--- config.mk ---
export PLATFORM = sky130hd
export DESIGN_NAME = plc_ctrl
export DESIGN_NICKNAME = d
export VERILOG_FILES = /design/src/logic/plc_pkg.sv /design/src/logic/plc_ctrl.sv
export VERILOG_INCLUDE_DIRS = /design/src /design/src/logic
export SDC_FILE = /design/constraint.sdc
export NUM_CORES = 1
export LEC_CHECK = 0
export ABC_AREA = 1
export BUFFER_PORTS_ARGS = -buffer_cell sky130_fd_sc_hd__buf_2
export CAP_MARGIN = 5
export CORE_MARGIN = 2
export CORE_UTILIZATION = 40
export DETAILED_ROUTE_END_ITERATION = 10
export PLACE_DENSITY = 0.57
export SETUP_SLACK_MARGIN = 0.3
export SYNTH_ARGS = -nofsm -noshare
export SYNTH_HDL_FRONTEND = slang
export SYNTH_SLANG_ARGS = --single-unit
--- constraint.sdc ---
create_clock -name SYS_CLK -period 8.85 [get_ports SYS_CLK]
set_input_delay 1.3275 -clock SYS_CLK [delete_from_list [all_inputs] [get_ports SYS_CLK]]
set_output_delay 1.3275 -clock SYS_CLK [all_outputs]
set_load 0.03 [all_outputs]
--- src/logic/plc_defs.svh ---
// Register map, field positions, reset values and timing constants.
// Function
// - LED pulse count in a measurement follows integration time at 1.5 us period.
// - Integration code 000..111 selects 150..4800 us; resets to 011.
// - Proximity config bit 5 enables hysteresis, bit 4 picks direction; reset zero.
// - Blanking bit 3, reset one, suspends light sensing while LED fires.
// - Repeat wait is seven-bit field times 10 ms plus 10 ms; reset 0x04.
// - While repeat bit 1 is set, start measurements at every interval.
// - Writing one to bit 0 starts one measurement; bit self-clears at end.
// - LED driver and sensing power drop as soon as a measurement ends.
// - Without hysteresis, a light result outside the window raises the event.
// - Hysteresis upper trigger: set above upper limit, clear below lower.
// - Hysteresis lower trigger: set below lower limit, clear above upper.
// - Hysteresis acts only in automatic-clear mode.
// - Light limits: upper 0x20/0x21 reset 0xFF, lower 0x22/0x23 reset 0x00.
// - Filter byte holds N in 7:4, M in 3:0; M of last N must exceed.
// - Reset filter of one out of one passes any single exceeding result.
// - Host keeps N not below M; a zero count suppresses light events.
// - Proximity results use the same window and hysteresis rules.
// - Proximity filter uses the same M of N rule; zero suppresses.
// - Automatic-clear mode re-evaluates the event after every measurement.
// - Edge mode pulses the interrupt at each measurement end while set.
`ifndef PLC_DEFS_SVH
`define PLC_DEFS_SVH

`define PLC_CLK_NS 8
`define PLC_LED_PERIOD_NS 1500
`define PLC_WAIT_UNIT_MS 10
`define PLC_NS_PER_MS 1000000
`define PLC_NS_PER_US 1000

`define PLC_INTEG_US_0 150
`define PLC_INTEG_US_1 300
`define PLC_INTEG_US_2 600
`define PLC_INTEG_US_3 1200
`define PLC_INTEG_US_4 1800
`define PLC_INTEG_US_5 2400
`define PLC_INTEG_US_6 3600
`define PLC_INTEG_US_7 4800

`define PLC_OFF_PROX_UP_HI 8'h10
`define PLC_OFF_PROX_UP_LO 8'h11
`define PLC_OFF_PROX_LO_HI 8'h12
`define PLC_OFF_PROX_LO_LO 8'h13
`define PLC_OFF_PROX_FILTER 8'h14
`define PLC_OFF_PROX_CONFIG 8'h15
`define PLC_OFF_PROX_INTERVAL 8'h16
`define PLC_OFF_PROX_CONTROL 8'h17
`define PLC_OFF_LIGHT_UP_HI 8'h20
`define PLC_OFF_LIGHT_UP_LO 8'h21
`define PLC_OFF_LIGHT_LO_HI 8'h22
`define PLC_OFF_LIGHT_LO_LO 8'h23
`define PLC_OFF_LIGHT_FILTER 8'h24

`define PLC_RST_FILTER 8'h11
`define PLC_RST_CONFIG 6'h0B
`define PLC_RST_INTERVAL 7'h04
`define PLC_RST_UP_BYTE 8'hFF
`define PLC_RST_LO_BYTE 8'h00

`define PLC_CFG_HYST_EN 5
`define PLC_CFG_HYST_UP 4
`define PLC_CFG_BLANK 3
`define PLC_CTL_PERIODIC 1
`define PLC_CTL_SINGLE 0

`endif

--- src/logic/plc_pkg.sv ---
// Types shared by the proximity and light measurement control.
package plc_pkg;
  typedef enum logic [1:0] {
    PLC_IDLE = 2'b00,
    PLC_PULSE = 2'b01,
    PLC_DONE = 2'b11,
    PLC_WAIT = 2'b10
  } plc_state_t;
endpackage

--- src/logic/plc_ctrl.sv ---
// Measurement sequencing, register file and threshold event logic.
`include "plc_defs.svh"

module plc_ctrl
  import plc_pkg::*;
#(
  parameter int unsigned LED_PERIOD_CYCLES =
    `PLC_LED_PERIOD_NS / `PLC_CLK_NS,
  parameter int unsigned TICK_CYCLES =
    `PLC_WAIT_UNIT_MS * `PLC_NS_PER_MS / `PLC_CLK_NS
) (
  input wire logic SYS_CLK,
  input wire logic SYS_RST,
  input wire logic [7:0] REG_ADDR,
  input wire logic [7:0] REG_WDATA,
  input wire logic REG_WR,
  input wire logic REG_RD,
  output logic [7:0] REG_RDATA,
  input wire logic INT_AUTO_CLEAR,
  input wire logic INT_EDGE_MODE,
  input wire logic EVENT_ACK,
  input wire logic LIGHT_HYST_EN,
  input wire logic LIGHT_HYST_UPPER,
  input wire logic [15:0] LIGHT_RESULT_PRIMARY,
  input wire logic LIGHT_VALID,
  input wire logic [15:0] PROX_RESULT,
  output logic LED_DRIVE,
  output logic SENSE_POWER,
  output logic LIGHT_BLANK,
  output logic PROX_DONE,
  output logic PROX_EVENT,
  output logic LIGHT_EVENT,
  output logic IRQ
);

  localparam logic [7:0] PER_LAST = 8'(LED_PERIOD_CYCLES - 1);
  localparam logic [7:0] PER_HALF = 8'(LED_PERIOD_CYCLES / 2);
  localparam logic [20:0] TICK_LAST = 21'(TICK_CYCLES - 1);

  // Pulses per integration period for each code.
  function automatic logic [11:0] pulse_total(input logic [2:0] code);
    logic [11:0] t;
    t = 12'h000;
    case (code)
      3'h0: t = 12'(`PLC_INTEG_US_0 * `PLC_NS_PER_US / `PLC_LED_PERIOD_NS);
      3'h1: t = 12'(`PLC_INTEG_US_1 * `PLC_NS_PER_US / `PLC_LED_PERIOD_NS);
      3'h2: t = 12'(`PLC_INTEG_US_2 * `PLC_NS_PER_US / `PLC_LED_PERIOD_NS);
      3'h3: t = 12'(`PLC_INTEG_US_3 * `PLC_NS_PER_US / `PLC_LED_PERIOD_NS);
      3'h4: t = 12'(`PLC_INTEG_US_4 * `PLC_NS_PER_US / `PLC_LED_PERIOD_NS);
      3'h5: t = 12'(`PLC_INTEG_US_5 * `PLC_NS_PER_US / `PLC_LED_PERIOD_NS);
      3'h6: t = 12'(`PLC_INTEG_US_6 * `PLC_NS_PER_US / `PLC_LED_PERIOD_NS);
      default: t = 12'(`PLC_INTEG_US_7 * `PLC_NS_PER_US /
        `PLC_LED_PERIOD_NS);
    endcase
    return t;
  endfunction

  // Counts exceeding results among the newest n of the history.
  function automatic logic [4:0] count_hits(input logic [14:0] h,
                                            input logic [3:0] n);
    logic [4:0] c;
    c = 5'h00;
    for (int i = 0; i < 15; i++) begin
      if (i < int'(n) && h[i]) begin
        c = c + 5'h01;
      end
    end
    return c;
  endfunction

  logic [7:0] prox_up_hi, prox_up_lo, prox_lo_hi, prox_lo_lo;
  logic [7:0] light_up_hi, light_up_lo, light_lo_hi, light_lo_lo;
  logic [7:0] prox_event_filter, light_event_filter;
  logic [5:0] prox_measure_config;
  logic [6:0] prox_repeat_interval;
  logic prox_single_run, prox_periodic_run;

  plc_state_t state, next_state;
  logic [7:0] per_cnt, next_per_cnt;
  logic [11:0] pulse_cnt, next_pulse_cnt;
  logic [11:0] run_total, next_run_total;
  logic [20:0] tick_cnt, next_tick_cnt;
  logic [6:0] wait_cnt, next_wait_cnt;
  logic [7:0] rd_mux;
  logic [1:0] ch_evt, next_evt;

  wire wr_prox_up_hi = REG_WR && REG_ADDR == `PLC_OFF_PROX_UP_HI;
  wire wr_prox_up_lo = REG_WR && REG_ADDR == `PLC_OFF_PROX_UP_LO;
  wire wr_prox_lo_hi = REG_WR && REG_ADDR == `PLC_OFF_PROX_LO_HI;
  wire wr_prox_lo_lo = REG_WR && REG_ADDR == `PLC_OFF_PROX_LO_LO;
  wire wr_prox_filt = REG_WR && REG_ADDR == `PLC_OFF_PROX_FILTER;
  wire wr_prox_cfg = REG_WR && REG_ADDR == `PLC_OFF_PROX_CONFIG;
  wire wr_prox_int = REG_WR && REG_ADDR == `PLC_OFF_PROX_INTERVAL;
  wire wr_prox_ctl = REG_WR && REG_ADDR == `PLC_OFF_PROX_CONTROL;
  wire wr_light_up_hi = REG_WR && REG_ADDR == `PLC_OFF_LIGHT_UP_HI;
  wire wr_light_up_lo = REG_WR && REG_ADDR == `PLC_OFF_LIGHT_UP_LO;
  wire wr_light_lo_hi = REG_WR && REG_ADDR == `PLC_OFF_LIGHT_LO_HI;
  wire wr_light_lo_lo = REG_WR && REG_ADDR == `PLC_OFF_LIGHT_LO_LO;
  wire wr_light_filt = REG_WR && REG_ADDR == `PLC_OFF_LIGHT_FILTER;

  wire blank_en = prox_measure_config[`PLC_CFG_BLANK];
  wire per_last = per_cnt == PER_LAST;
  wire pulse_last = pulse_cnt == run_total - 12'h001;
  wire tick_last = tick_cnt == TICK_LAST;
  wire wait_last = wait_cnt == prox_repeat_interval;
  wire led_on = state == PLC_PULSE && per_cnt < PER_HALF;
  wire start_req = prox_single_run || prox_periodic_run;

  // Register file; the measurement end clears the single-run bit.
  always_ff @(posedge SYS_CLK or posedge SYS_RST) begin
    if (SYS_RST) begin
      prox_up_hi <= `PLC_RST_UP_BYTE;
      prox_up_lo <= `PLC_RST_UP_BYTE;
      prox_lo_hi <= `PLC_RST_LO_BYTE;
      prox_lo_lo <= `PLC_RST_LO_BYTE;
      light_up_hi <= `PLC_RST_UP_BYTE;
      light_up_lo <= `PLC_RST_UP_BYTE;
      light_lo_hi <= `PLC_RST_LO_BYTE;
      light_lo_lo <= `PLC_RST_LO_BYTE;
      prox_event_filter <= `PLC_RST_FILTER;
      light_event_filter <= `PLC_RST_FILTER;
      prox_measure_config <= `PLC_RST_CONFIG;
      prox_repeat_interval <= `PLC_RST_INTERVAL;
      prox_single_run <= 1'b0;
      prox_periodic_run <= 1'b0;
    end else begin
      if (wr_prox_up_hi) prox_up_hi <= REG_WDATA;
      if (wr_prox_up_lo) prox_up_lo <= REG_WDATA;
      if (wr_prox_lo_hi) prox_lo_hi <= REG_WDATA;
      if (wr_prox_lo_lo) prox_lo_lo <= REG_WDATA;
      if (wr_light_up_hi) light_up_hi <= REG_WDATA;
      if (wr_light_up_lo) light_up_lo <= REG_WDATA;
      if (wr_light_lo_hi) light_lo_hi <= REG_WDATA;
      if (wr_light_lo_lo) light_lo_lo <= REG_WDATA;
      if (wr_prox_filt) prox_event_filter <= REG_WDATA;
      if (wr_light_filt) light_event_filter <= REG_WDATA;
      if (wr_prox_cfg) prox_measure_config <= REG_WDATA[5:0];
      if (wr_prox_int) prox_repeat_interval <= REG_WDATA[6:0];
      if (wr_prox_ctl) begin
        prox_single_run <= REG_WDATA[`PLC_CTL_SINGLE];
        prox_periodic_run <= REG_WDATA[`PLC_CTL_PERIODIC];
      end else if (state == PLC_DONE) begin
        prox_single_run <= 1'b0;
      end
    end
  end

  // Read data selection; unmapped and reserved bits read zero.
  always_comb begin
    if (REG_ADDR == `PLC_OFF_PROX_UP_HI) begin
      rd_mux = prox_up_hi;
    end else if (REG_ADDR == `PLC_OFF_PROX_UP_LO) begin
      rd_mux = prox_up_lo;
    end else if (REG_ADDR == `PLC_OFF_PROX_LO_HI) begin
      rd_mux = prox_lo_hi;
    end else if (REG_ADDR == `PLC_OFF_PROX_LO_LO) begin
      rd_mux = prox_lo_lo;
    end else if (REG_ADDR == `PLC_OFF_PROX_FILTER) begin
      rd_mux = prox_event_filter;
    end else if (REG_ADDR == `PLC_OFF_PROX_CONFIG) begin
      rd_mux = {2'b00, prox_measure_config};
    end else if (REG_ADDR == `PLC_OFF_PROX_INTERVAL) begin
      rd_mux = {1'b0, prox_repeat_interval};
    end else if (REG_ADDR == `PLC_OFF_PROX_CONTROL) begin
      rd_mux = {6'h00, prox_periodic_run, prox_single_run};
    end else if (REG_ADDR == `PLC_OFF_LIGHT_UP_HI) begin
      rd_mux = light_up_hi;
    end else if (REG_ADDR == `PLC_OFF_LIGHT_UP_LO) begin
      rd_mux = light_up_lo;
    end else if (REG_ADDR == `PLC_OFF_LIGHT_LO_HI) begin
      rd_mux = light_lo_hi;
    end else if (REG_ADDR == `PLC_OFF_LIGHT_LO_LO) begin
      rd_mux = light_lo_lo;
    end else if (REG_ADDR == `PLC_OFF_LIGHT_FILTER) begin
      rd_mux = light_event_filter;
    end else begin
      rd_mux = 8'h00;
    end
  end

  // Measurement sequencer.
  always_comb begin
    next_state = state;
    next_per_cnt = per_cnt;
    next_pulse_cnt = pulse_cnt;
    next_run_total = run_total;
    next_tick_cnt = tick_cnt;
    next_wait_cnt = wait_cnt;
    case (state)
      PLC_IDLE: begin
        if (start_req) begin
          next_state = PLC_PULSE;
          next_per_cnt = 8'h00;
          next_pulse_cnt = 12'h000;
          next_run_total = pulse_total(prox_measure_config[2:0]);
        end
      end
      PLC_PULSE: begin
        next_per_cnt = per_last ? 8'h00 : per_cnt + 8'h01;
        if (per_last) begin
          next_pulse_cnt = pulse_cnt + 12'h001;
          if (pulse_last) begin
            next_state = PLC_DONE;
          end
        end
      end
      PLC_DONE: begin
        next_tick_cnt = 21'h000000;
        next_wait_cnt = 7'h00;
        next_state = prox_periodic_run ? PLC_WAIT : PLC_IDLE;
      end
      default: begin
        next_tick_cnt = tick_last ? 21'h000000 : tick_cnt + 21'h000001;
        if (tick_last) begin
          next_wait_cnt = wait_cnt + 7'h01;
        end
        if (!prox_periodic_run) begin
          next_state = PLC_IDLE;
        end else if (tick_last && wait_last) begin
          next_state = PLC_PULSE;
          next_per_cnt = 8'h00;
          next_pulse_cnt = 12'h000;
          next_run_total = pulse_total(prox_measure_config[2:0]);
        end
      end
    endcase
  end

  always_ff @(posedge SYS_CLK or posedge SYS_RST) begin
    if (SYS_RST) begin
      state <= PLC_IDLE;
      per_cnt <= 8'h00;
      pulse_cnt <= 12'h000;
      run_total <= 12'h000;
      tick_cnt <= 21'h000000;
      wait_cnt <= 7'h00;
    end else begin
      state <= next_state;
      per_cnt <= next_per_cnt;
      pulse_cnt <= next_pulse_cnt;
      run_total <= next_run_total;
      tick_cnt <= next_tick_cnt;
      wait_cnt <= next_wait_cnt;
    end
  end

  // Per-channel event logic: index 0 proximity, index 1 light.
  logic [15:0] ch_res [2];
  logic [15:0] ch_up [2];
  logic [15:0] ch_lo [2];
  logic [7:0] ch_filt [2];
  logic [1:0] ch_hyst_en, ch_hyst_up, ch_valid;

  assign ch_res[0] = PROX_RESULT;
  assign ch_res[1] = LIGHT_RESULT_PRIMARY;
  assign ch_up[0] = {prox_up_hi, prox_up_lo};
  assign ch_up[1] = {light_up_hi, light_up_lo};
  assign ch_lo[0] = {prox_lo_hi, prox_lo_lo};
  assign ch_lo[1] = {light_lo_hi, light_lo_lo};
  assign ch_filt[0] = prox_event_filter;
  assign ch_filt[1] = light_event_filter;
  assign ch_hyst_en = {LIGHT_HYST_EN,
                       prox_measure_config[`PLC_CFG_HYST_EN]};
  assign ch_hyst_up = {LIGHT_HYST_UPPER,
                       prox_measure_config[`PLC_CFG_HYST_UP]};
  assign ch_valid = {LIGHT_VALID, state == PLC_DONE};

  for (genvar ch = 0; ch < 2; ch++) begin : g_ch
    logic [14:0] hist;
    wire [3:0] n_cnt = ch_filt[ch][7:4];
    wire [3:0] m_cnt = ch_filt[ch][3:0];
    wire hyst = ch_hyst_en[ch] && INT_AUTO_CLEAR;
    wire above = ch_res[ch] > ch_up[ch];
    wire below = ch_res[ch] < ch_lo[ch];
    wire beyond = hyst ? (ch_hyst_up[ch] ? above : below)
                       : (above || below);
    wire clear_hit = hyst && (ch_hyst_up[ch] ? below : above);
    wire [14:0] next_hist = {hist[13:0], beyond};
    wire [4:0] hits = count_hits(next_hist, n_cnt);
    wire pass = n_cnt != 4'h0 && m_cnt != 4'h0 &&
                hits >= {1'b0, m_cnt};
    wire [1:0] hold_set = {pass, clear_hit};

    always_comb begin
      if (!INT_AUTO_CLEAR) begin
        next_evt[ch] = (ch_valid[ch] && pass) ||
                       (ch_evt[ch] && !EVENT_ACK);
      end else if (!ch_valid[ch]) begin
        next_evt[ch] = ch_evt[ch];
      end else if (!hyst || n_cnt == 4'h0 || m_cnt == 4'h0) begin
        next_evt[ch] = pass;
      end else begin
        case (hold_set)
          2'b10, 2'b11: next_evt[ch] = 1'b1;
          2'b01: next_evt[ch] = 1'b0;
          default: next_evt[ch] = ch_evt[ch];
        endcase
      end
    end

    always_ff @(posedge SYS_CLK or posedge SYS_RST) begin
      if (SYS_RST) begin
        hist <= 15'h0000;
        ch_evt[ch] <= 1'b0;
      end else begin
        if (ch_valid[ch]) hist <= next_hist;
        ch_evt[ch] <= next_evt[ch];
      end
    end

  end

  wire meas_end = |ch_valid;

  always_ff @(posedge SYS_CLK or posedge SYS_RST) begin
    if (SYS_RST) begin
      REG_RDATA <= 8'h00;
      LED_DRIVE <= 1'b0;
      SENSE_POWER <= 1'b0;
      LIGHT_BLANK <= 1'b0;
      PROX_DONE <= 1'b0;
      IRQ <= 1'b0;
    end else begin
      if (REG_RD) REG_RDATA <= rd_mux;
      LED_DRIVE <= led_on;
      SENSE_POWER <= state == PLC_PULSE;
      LIGHT_BLANK <= led_on && blank_en;
      PROX_DONE <= state == PLC_DONE;
      IRQ <= INT_EDGE_MODE ? meas_end && |next_evt : |next_evt;
    end
  end

  assign PROX_EVENT = ch_evt[0];
  assign LIGHT_EVENT = ch_evt[1];
endmodule

# ---- After elaboration in Yosys (flattened, before gate mapping)
# Index checks and enable logic that the tools add are counted.
dict set report classes {
  addsub 33
  order_cmp 37
  mux 86
  bitwise_logic 3
  n_eq_ne 35
  n_reduce_logical 98
}
# cell count
set ops {}
lappend ops {{adder 5 x 1 -> 5 bit (second input constant)} 28}
lappend ops {{2-to-1 mux 5 bit} 28}
lappend ops {{2-to-1 mux 8 bit} 17}
lappend ops {{2-to-1 mux 12 bit} 7}
lappend ops {{case mux 12 bit (7 select lines)} 1}
lappend ops {{equality test 8 x 5 -> 1 bit (second input constant)} 8}
lappend ops {{logical AND 1 bit} 59}
lappend ops {{< comparator 4 bit (first input constant)} 14}
lappend ops {{case mux 21 bit (2 select lines)} 1}
lappend ops {{equality test 8 x 6 -> 1 bit (second input constant)} 5}
lappend ops {{case mux 12 bit (3 select lines)} 1}
lappend ops {{greater-than comparator 16 bit} 2}
lappend ops {{< comparator 16 bit} 2}
lappend ops {{< comparator 3 x 4 -> 1 bit (first input constant)} 8}
lappend ops {{case mux 12 bit (2 select lines)} 1}
lappend ops {{case mux 8 bit (3 select lines)} 1}
lappend ops {{adder 21 x 1 -> 21 bit (second input constant)} 1}
lappend ops {{equality test 21 bit (second input constant)} 1}
lappend ops {{2-to-1 mux 21 bit} 1}
lappend ops {{2-to-1 mux 1 bit} 17}
lappend ops {{zero test 4 bit} 4}
lappend ops {{< comparator 1 x 4 -> 1 bit (first input constant)} 4}
lappend ops {{< comparator 2 x 4 -> 1 bit (first input constant)} 4}
lappend ops {{nonzero test 4 bit} 4}
lappend ops {{32 further kinds} 73}
dict set report word_totals {
  inputBits 58
  reg_bits 200
  wordCells 322
  out_inout_bits 15
}

# ---- Longest topological paths before layout
dict set report depth {
  depth_word 44
  mapped_depth 66
  mapped_depth_nobuf 66
}

# ---- Worst setup path after synthesis
# OpenSTA, ideal clock, no wires.
dict set report synth_path {
  path_kind {input-to-reg}
  from {in PROX_RESULT[1]}
  to {reg IRQ}
  t_required_ns 8.732
  setup_ns 0.118
  arrival_ns 9.422
  stages 63
  path_buffers 0
  path_slack_ns -0.690
  path_cell_list {ha_1 > a21boi_0 > o211ai_1 > nand2_1 > nand4_1 > o211ai_1 > a21oi_1 > nor3_1 > nor2_1 > nand2_1 > nand2_1 > nand2_1 > inv_1 > ha_1 > inv_1 > nand3_1 > nand2_1 > ha_1 > [... 27 more ...] > nor2_2 > o31ai_1 > ha_1 > o21ai_0 > inv_1 > ha_1 > nand2_1 > o21ai_0 > ha_1 > a21boi_0 > o21ai_0 > nand2_1 > a21oi_1 > nand3_1 > nand2_1 > nand2_1 > nor2_2 > nor2_2}
}
dict set report synth_via {
  elab_chain_cells 44
  elab_cells_between_ends 52
  cone_classes {14 x add/sub; 3 x order compare; 3 x eq/ne; 23 x mux; 9 x reduce/logical}
}
# item line
set synth_lines {}
lappend synth_lines {{start, declared} plc_ctrl.sv:26} ;# input wire logic [15:0] PROX_RESULT,
lappend synth_lines {{< comparator 16 bit / greater-than comparator 16 bit (equally long branches)} {plc_ctrl.sv:274, plc_ctrl.sv:273}}
lappend synth_lines {{2-to-1 mux 1 bit / logical OR 1 bit (equally long branches)} {plc_ctrl.sv:275, plc_ctrl.sv:276}}
lappend synth_lines {{2-to-1 mux 1 bit} plc_ctrl.sv:275} ;# wire beyond = hyst ? (ch_hyst_up[ch] ? above : below)
lappend synth_lines {{logical AND 1 bit} plc_ctrl.sv:64} ;# if (i < int'(n) && h[i]) begin
lappend synth_lines {{2-to-1 mux 1 bit} plc_ctrl.sv:64}
lappend synth_lines {{adder 5 x 1 -> 5 bit} plc_ctrl.sv:65} ;# c = c + 5'h01;
lappend synth_lines {{2-to-1 mux 5 bit} plc_ctrl.sv:64}
lappend synth_lines {{adder 5 x 1 -> 5 bit} plc_ctrl.sv:65}
lappend synth_lines {{[... 29 more ...]} --}
lappend synth_lines {{case mux 1 bit (2 select lines)} plc_ctrl.sv:293} ;# case (hold_set)
lappend synth_lines {{2-to-1 mux 1 bit} plc_ctrl.sv:290} ;# end else if (!hyst || n_cnt == 4'h0 || m_cnt == 4'h0) begin
lappend synth_lines {{2-to-1 mux 1 bit} plc_ctrl.sv:288} ;# end else if (!ch_valid[ch]) begin
lappend synth_lines {{2-to-1 mux 1 bit *} plc_ctrl.sv:285} ;# if (!INT_AUTO_CLEAR) begin
lappend synth_lines {{named net next_evt[0]} plc_ctrl.sv:85} ;# logic [1:0] ch_evt, next_evt;
lappend synth_lines {{OR reduction 2 bit *} plc_ctrl.sv:329} ;# IRQ <= INT_EDGE_MODE ? meas_end && |next_evt : |next_evt;
lappend synth_lines {{logical AND 1 bit} plc_ctrl.sv:329}
lappend synth_lines {{2-to-1 mux 1 bit *} plc_ctrl.sv:329}
lappend synth_lines {{end signal, assigned} plc_ctrl.sv:329}
lappend synth_lines {{end, declared} plc_ctrl.sv:33} ;# output logic IRQ
# The timed path passes the listed nets; every way through them passes the cells marked *.
# A chain may end at the register's enable or synchronous reset.

# ---- Worst setup path in the final report
# Ends and elaborated chain as after synthesis.

==> out/metrics.yaml <==
fin_crit_ns: 9.37
tightest_slew_ns: 0.973
worst_setup_path_end_kind: "register"
failed_checks: "setup timing"
vias: 13971
h-tree-depth: 4
dp_hpwl_um: 29500
slowest_stage: "ha_4"
antenna_found_initial: 0
timing.rr.end: "IRQ"
hold_violations: 0
p_sw_mw: 1.34
num_io_pins: 73
grt_setup_unrepaired: "yes"
cts_buffer_depth: 2
critPathArrivalTime_ns: 9.71
fin_area_mm2: 0.0179
fp.dieW_um: 194
syn2layout_area_growth_pct: 24.1
startpoint_type: "input pin"
setup_violations: 3
track_usage: 0.222
hold_ws_ns: 0.488
path_clk_slew_ns: 0.08
finalPower_mw: 3.37
p_leak_nw: 8.74
crit_required_ns: 9.19
tritoncts: "done"
holdPathStages: 1
initial_core_util: 0.407
synth_edf_count: 0
grt_pass1_wl_um: 68000
wirelength_um: 41700
wl_per_cell_um: 15.1
syn_area_per_cell_um2: 7.08
numPortBuffers: 72
finalSetupTns_ns: -1.06
synthesis.nets: 2205
switching_share: 0.397
ant_nets: 0
final_common_cell: "nand2_1"
drc: 0
insertion_delay_ns: 0.47
dr_wl_met3_um: 1800
grt_max_degree: 125
syn_inst: 2042
maxSlewViolCount: 0
layout_common_cells: "nand2_1, inv_1, buf_4"
ir_drop_uv: 145
fp.dieH_um: 194
core_area_mm2: 0.0356
async_flop_share: 1.00
seqPwrFrac: 0.324
die-area_mm2: 0.0377
synthTopCellsByArea: "dfrtp_1, nand2_1, ha_1"
drive_gt1_frac: 0.248
hp-start: "per_cnt[7]"
skew_ns: 0.0221
synth.yosys.seq_area_share: 0.346
r2r-start: "prox_lo_lo[1]"
hold_end: "LED_DRIVE"
numCtsBuffers: 17
nNetsFinal: 2448
final.period_utilization: 1.06
slew_headroom: 0.351
setup_ws_ns: -0.521
p_per_area_mw_per_mm2: 188
cts_hold_buf: 0
diodes: 0
grt_pass1_vias: 13739
synth_top_cell_by_area: "dfrtp_1"
stdcell_count: 2759
ys_warn_count: 0
crit_path_frequent_cell: "buf_4"
initialDrtViolationCount: 818
place_area_mm2: 0.0161
path_class: "in2reg"
rr_worst_depth: 76
gp_congestion: 0.885
cts-root-buf: "clkbuf_16"
viasPerCell: 5.06
hp-class: "reg2reg"
cts.sinks: 198
synth_cell_types: 53
num_rows: 69
cpPeakStageDelay_ns: 0.27
route.layer.met1.wl_um: 19200
synth_ff_type: "dfrtp_1"
synth_area_mm2: 0.0145
max_cap_violations: 0
firstDrtPassIters: 6
power_frac_clock: 0.239
cp_max_fo: 3
cell_internal_pwr_mw: 2.03
synth_top_area_frac: 0.273
status: "complete, but fails checks"
highest_layer: "met4"
combPwrFrac: 0.437
grt-ovfl-total: 0
max_freq_ghz: 0.107
place_inst: 2628
reg2reg_slack_ns: -0.11
met2WireLength_um: 19700
synth.ff_latch_count: 198
-- through the flow --
stage          worst slack, ns  utilization
2_1_floorplan           -0.120            -
3_5_place_dp             -1.07        0.452
5_1_grt                  -1.03        0.505
4_1_cts                 -0.360        0.490
3_3_place_gp            -0.838        0.452
6_report                -0.521        0.505
-- state kept, by name (all words and copies together) (netlist names), 2 cells and up --
name and cells:
light_lo_lo 8, light_up_hi 8, REG_RDATA 8, prox_up_lo 8, prox_repeat_interval 7, prox_event_filter 8, tick_cnt 21, per_cnt 8
state 2, run_total 10, g_ch.hist 28, prox_lo_lo 8, light_up_lo 8, prox_up_hi 8, light_lo_hi 8, light_event_filter 8
wait_cnt 7, pulse_cnt 12, prox_measure_config 6, prox_lo_hi 8
-- critical path, delay by kind of cell --
kind                     cells  cell delay, ns
AND/OR/NAND/NOR             34            2.79
XOR/XNOR                     1            0.14
buffers and inverters       30            3.45
adder cells (fa/ha/maj)      5            1.14
AO/OA/AOI/OAI                6            0.84
-- cell usage after synthesis, types with 7 or more instances --
library cell / instances
xor2_1: 33
a21oi_1: 70
clkbuf_1: 35
nand3b_1: 12
nand4_1: 16
o21ai_0: 198
dfrtp_1: 158
nor4_1: 10
nand3_1: 103
inv_1: 338
dfstp_2: 40
nor3_1: 50
nand2_1: 489
o221ai_1: 8
nor2_1: 157
a211oi_1: 7
nor2_2: 9
ha_1: 105
nand3_2: 24
nand2_2: 53
o211ai_1: 12
o2111ai_1: 7
inv_2: 21
-- cell type report --
class	instances	area, um2
clock inverter	13	133
sequential	198	5000
inverter	361	1370
clock buffer	19	443
tap	461	577
fill	3520	17600
timing repair buffer	260	1810
multi-input combinational	1447	8620
-- how the worst max path moves through the flow --
stage	start	endpoint	slack, ns	cells after the start
5_1_grt	PROX_RESULT[1]	IRQ	-1.03	64
4_1_cts	PROX_RESULT[1]	IRQ	-0.36	64
6_report	PROX_RESULT[1]	IRQ	-0.52	76
3_5_place_dp	LIGHT_RESULT_PRIMARY[1]	IRQ	-1.07	63
3_3_place_gp	LIGHT_RESULT_PRIMARY[1]	IRQ	-0.84	63
2_1_floorplan	LIGHT_RESULT_PRIMARY[1]	IRQ	-0.12	64
-- power groups by stage --
stage          sequential, mW  clock [mW]  combinational (mW)
3_3_place_gp             1.11           0                1.19
4_1_cts                  1.09       0.824                1.35
5_1_grt                  1.11       0.859                1.68
3_5_place_dp             1.11           0                1.22
2_1_floorplan            1.10           0               0.855
6_report                 1.09       0.803                1.47
-- layer usage --
metal | up-vias | track usage
li1 | 7092 | -
met1 | 6534 | 0.289
met5 | - | 0
met2 | 273 | 0.376
met4 | 0 | 0.0671
met3 | 72 | 0.0390
-- cell families after synthesis --
family,synth area share
mux,0.000779
xor+xnor,0.0236
flops,0.346
compound gates,0.140
buf+inv,0.103
fa+ha+maj,0.0909
simple gates,0.296
-- timing repair --
item                       in CTS  in global routing
pin swaps                      47                 56
buffers inserted               88                 11
gates cloned                    0                  0
setup endpoints to repair       3                  3
gates resized for setup        32                 95
hold endpoints to repair        0                  0
(Power assumes the default switching activity.)
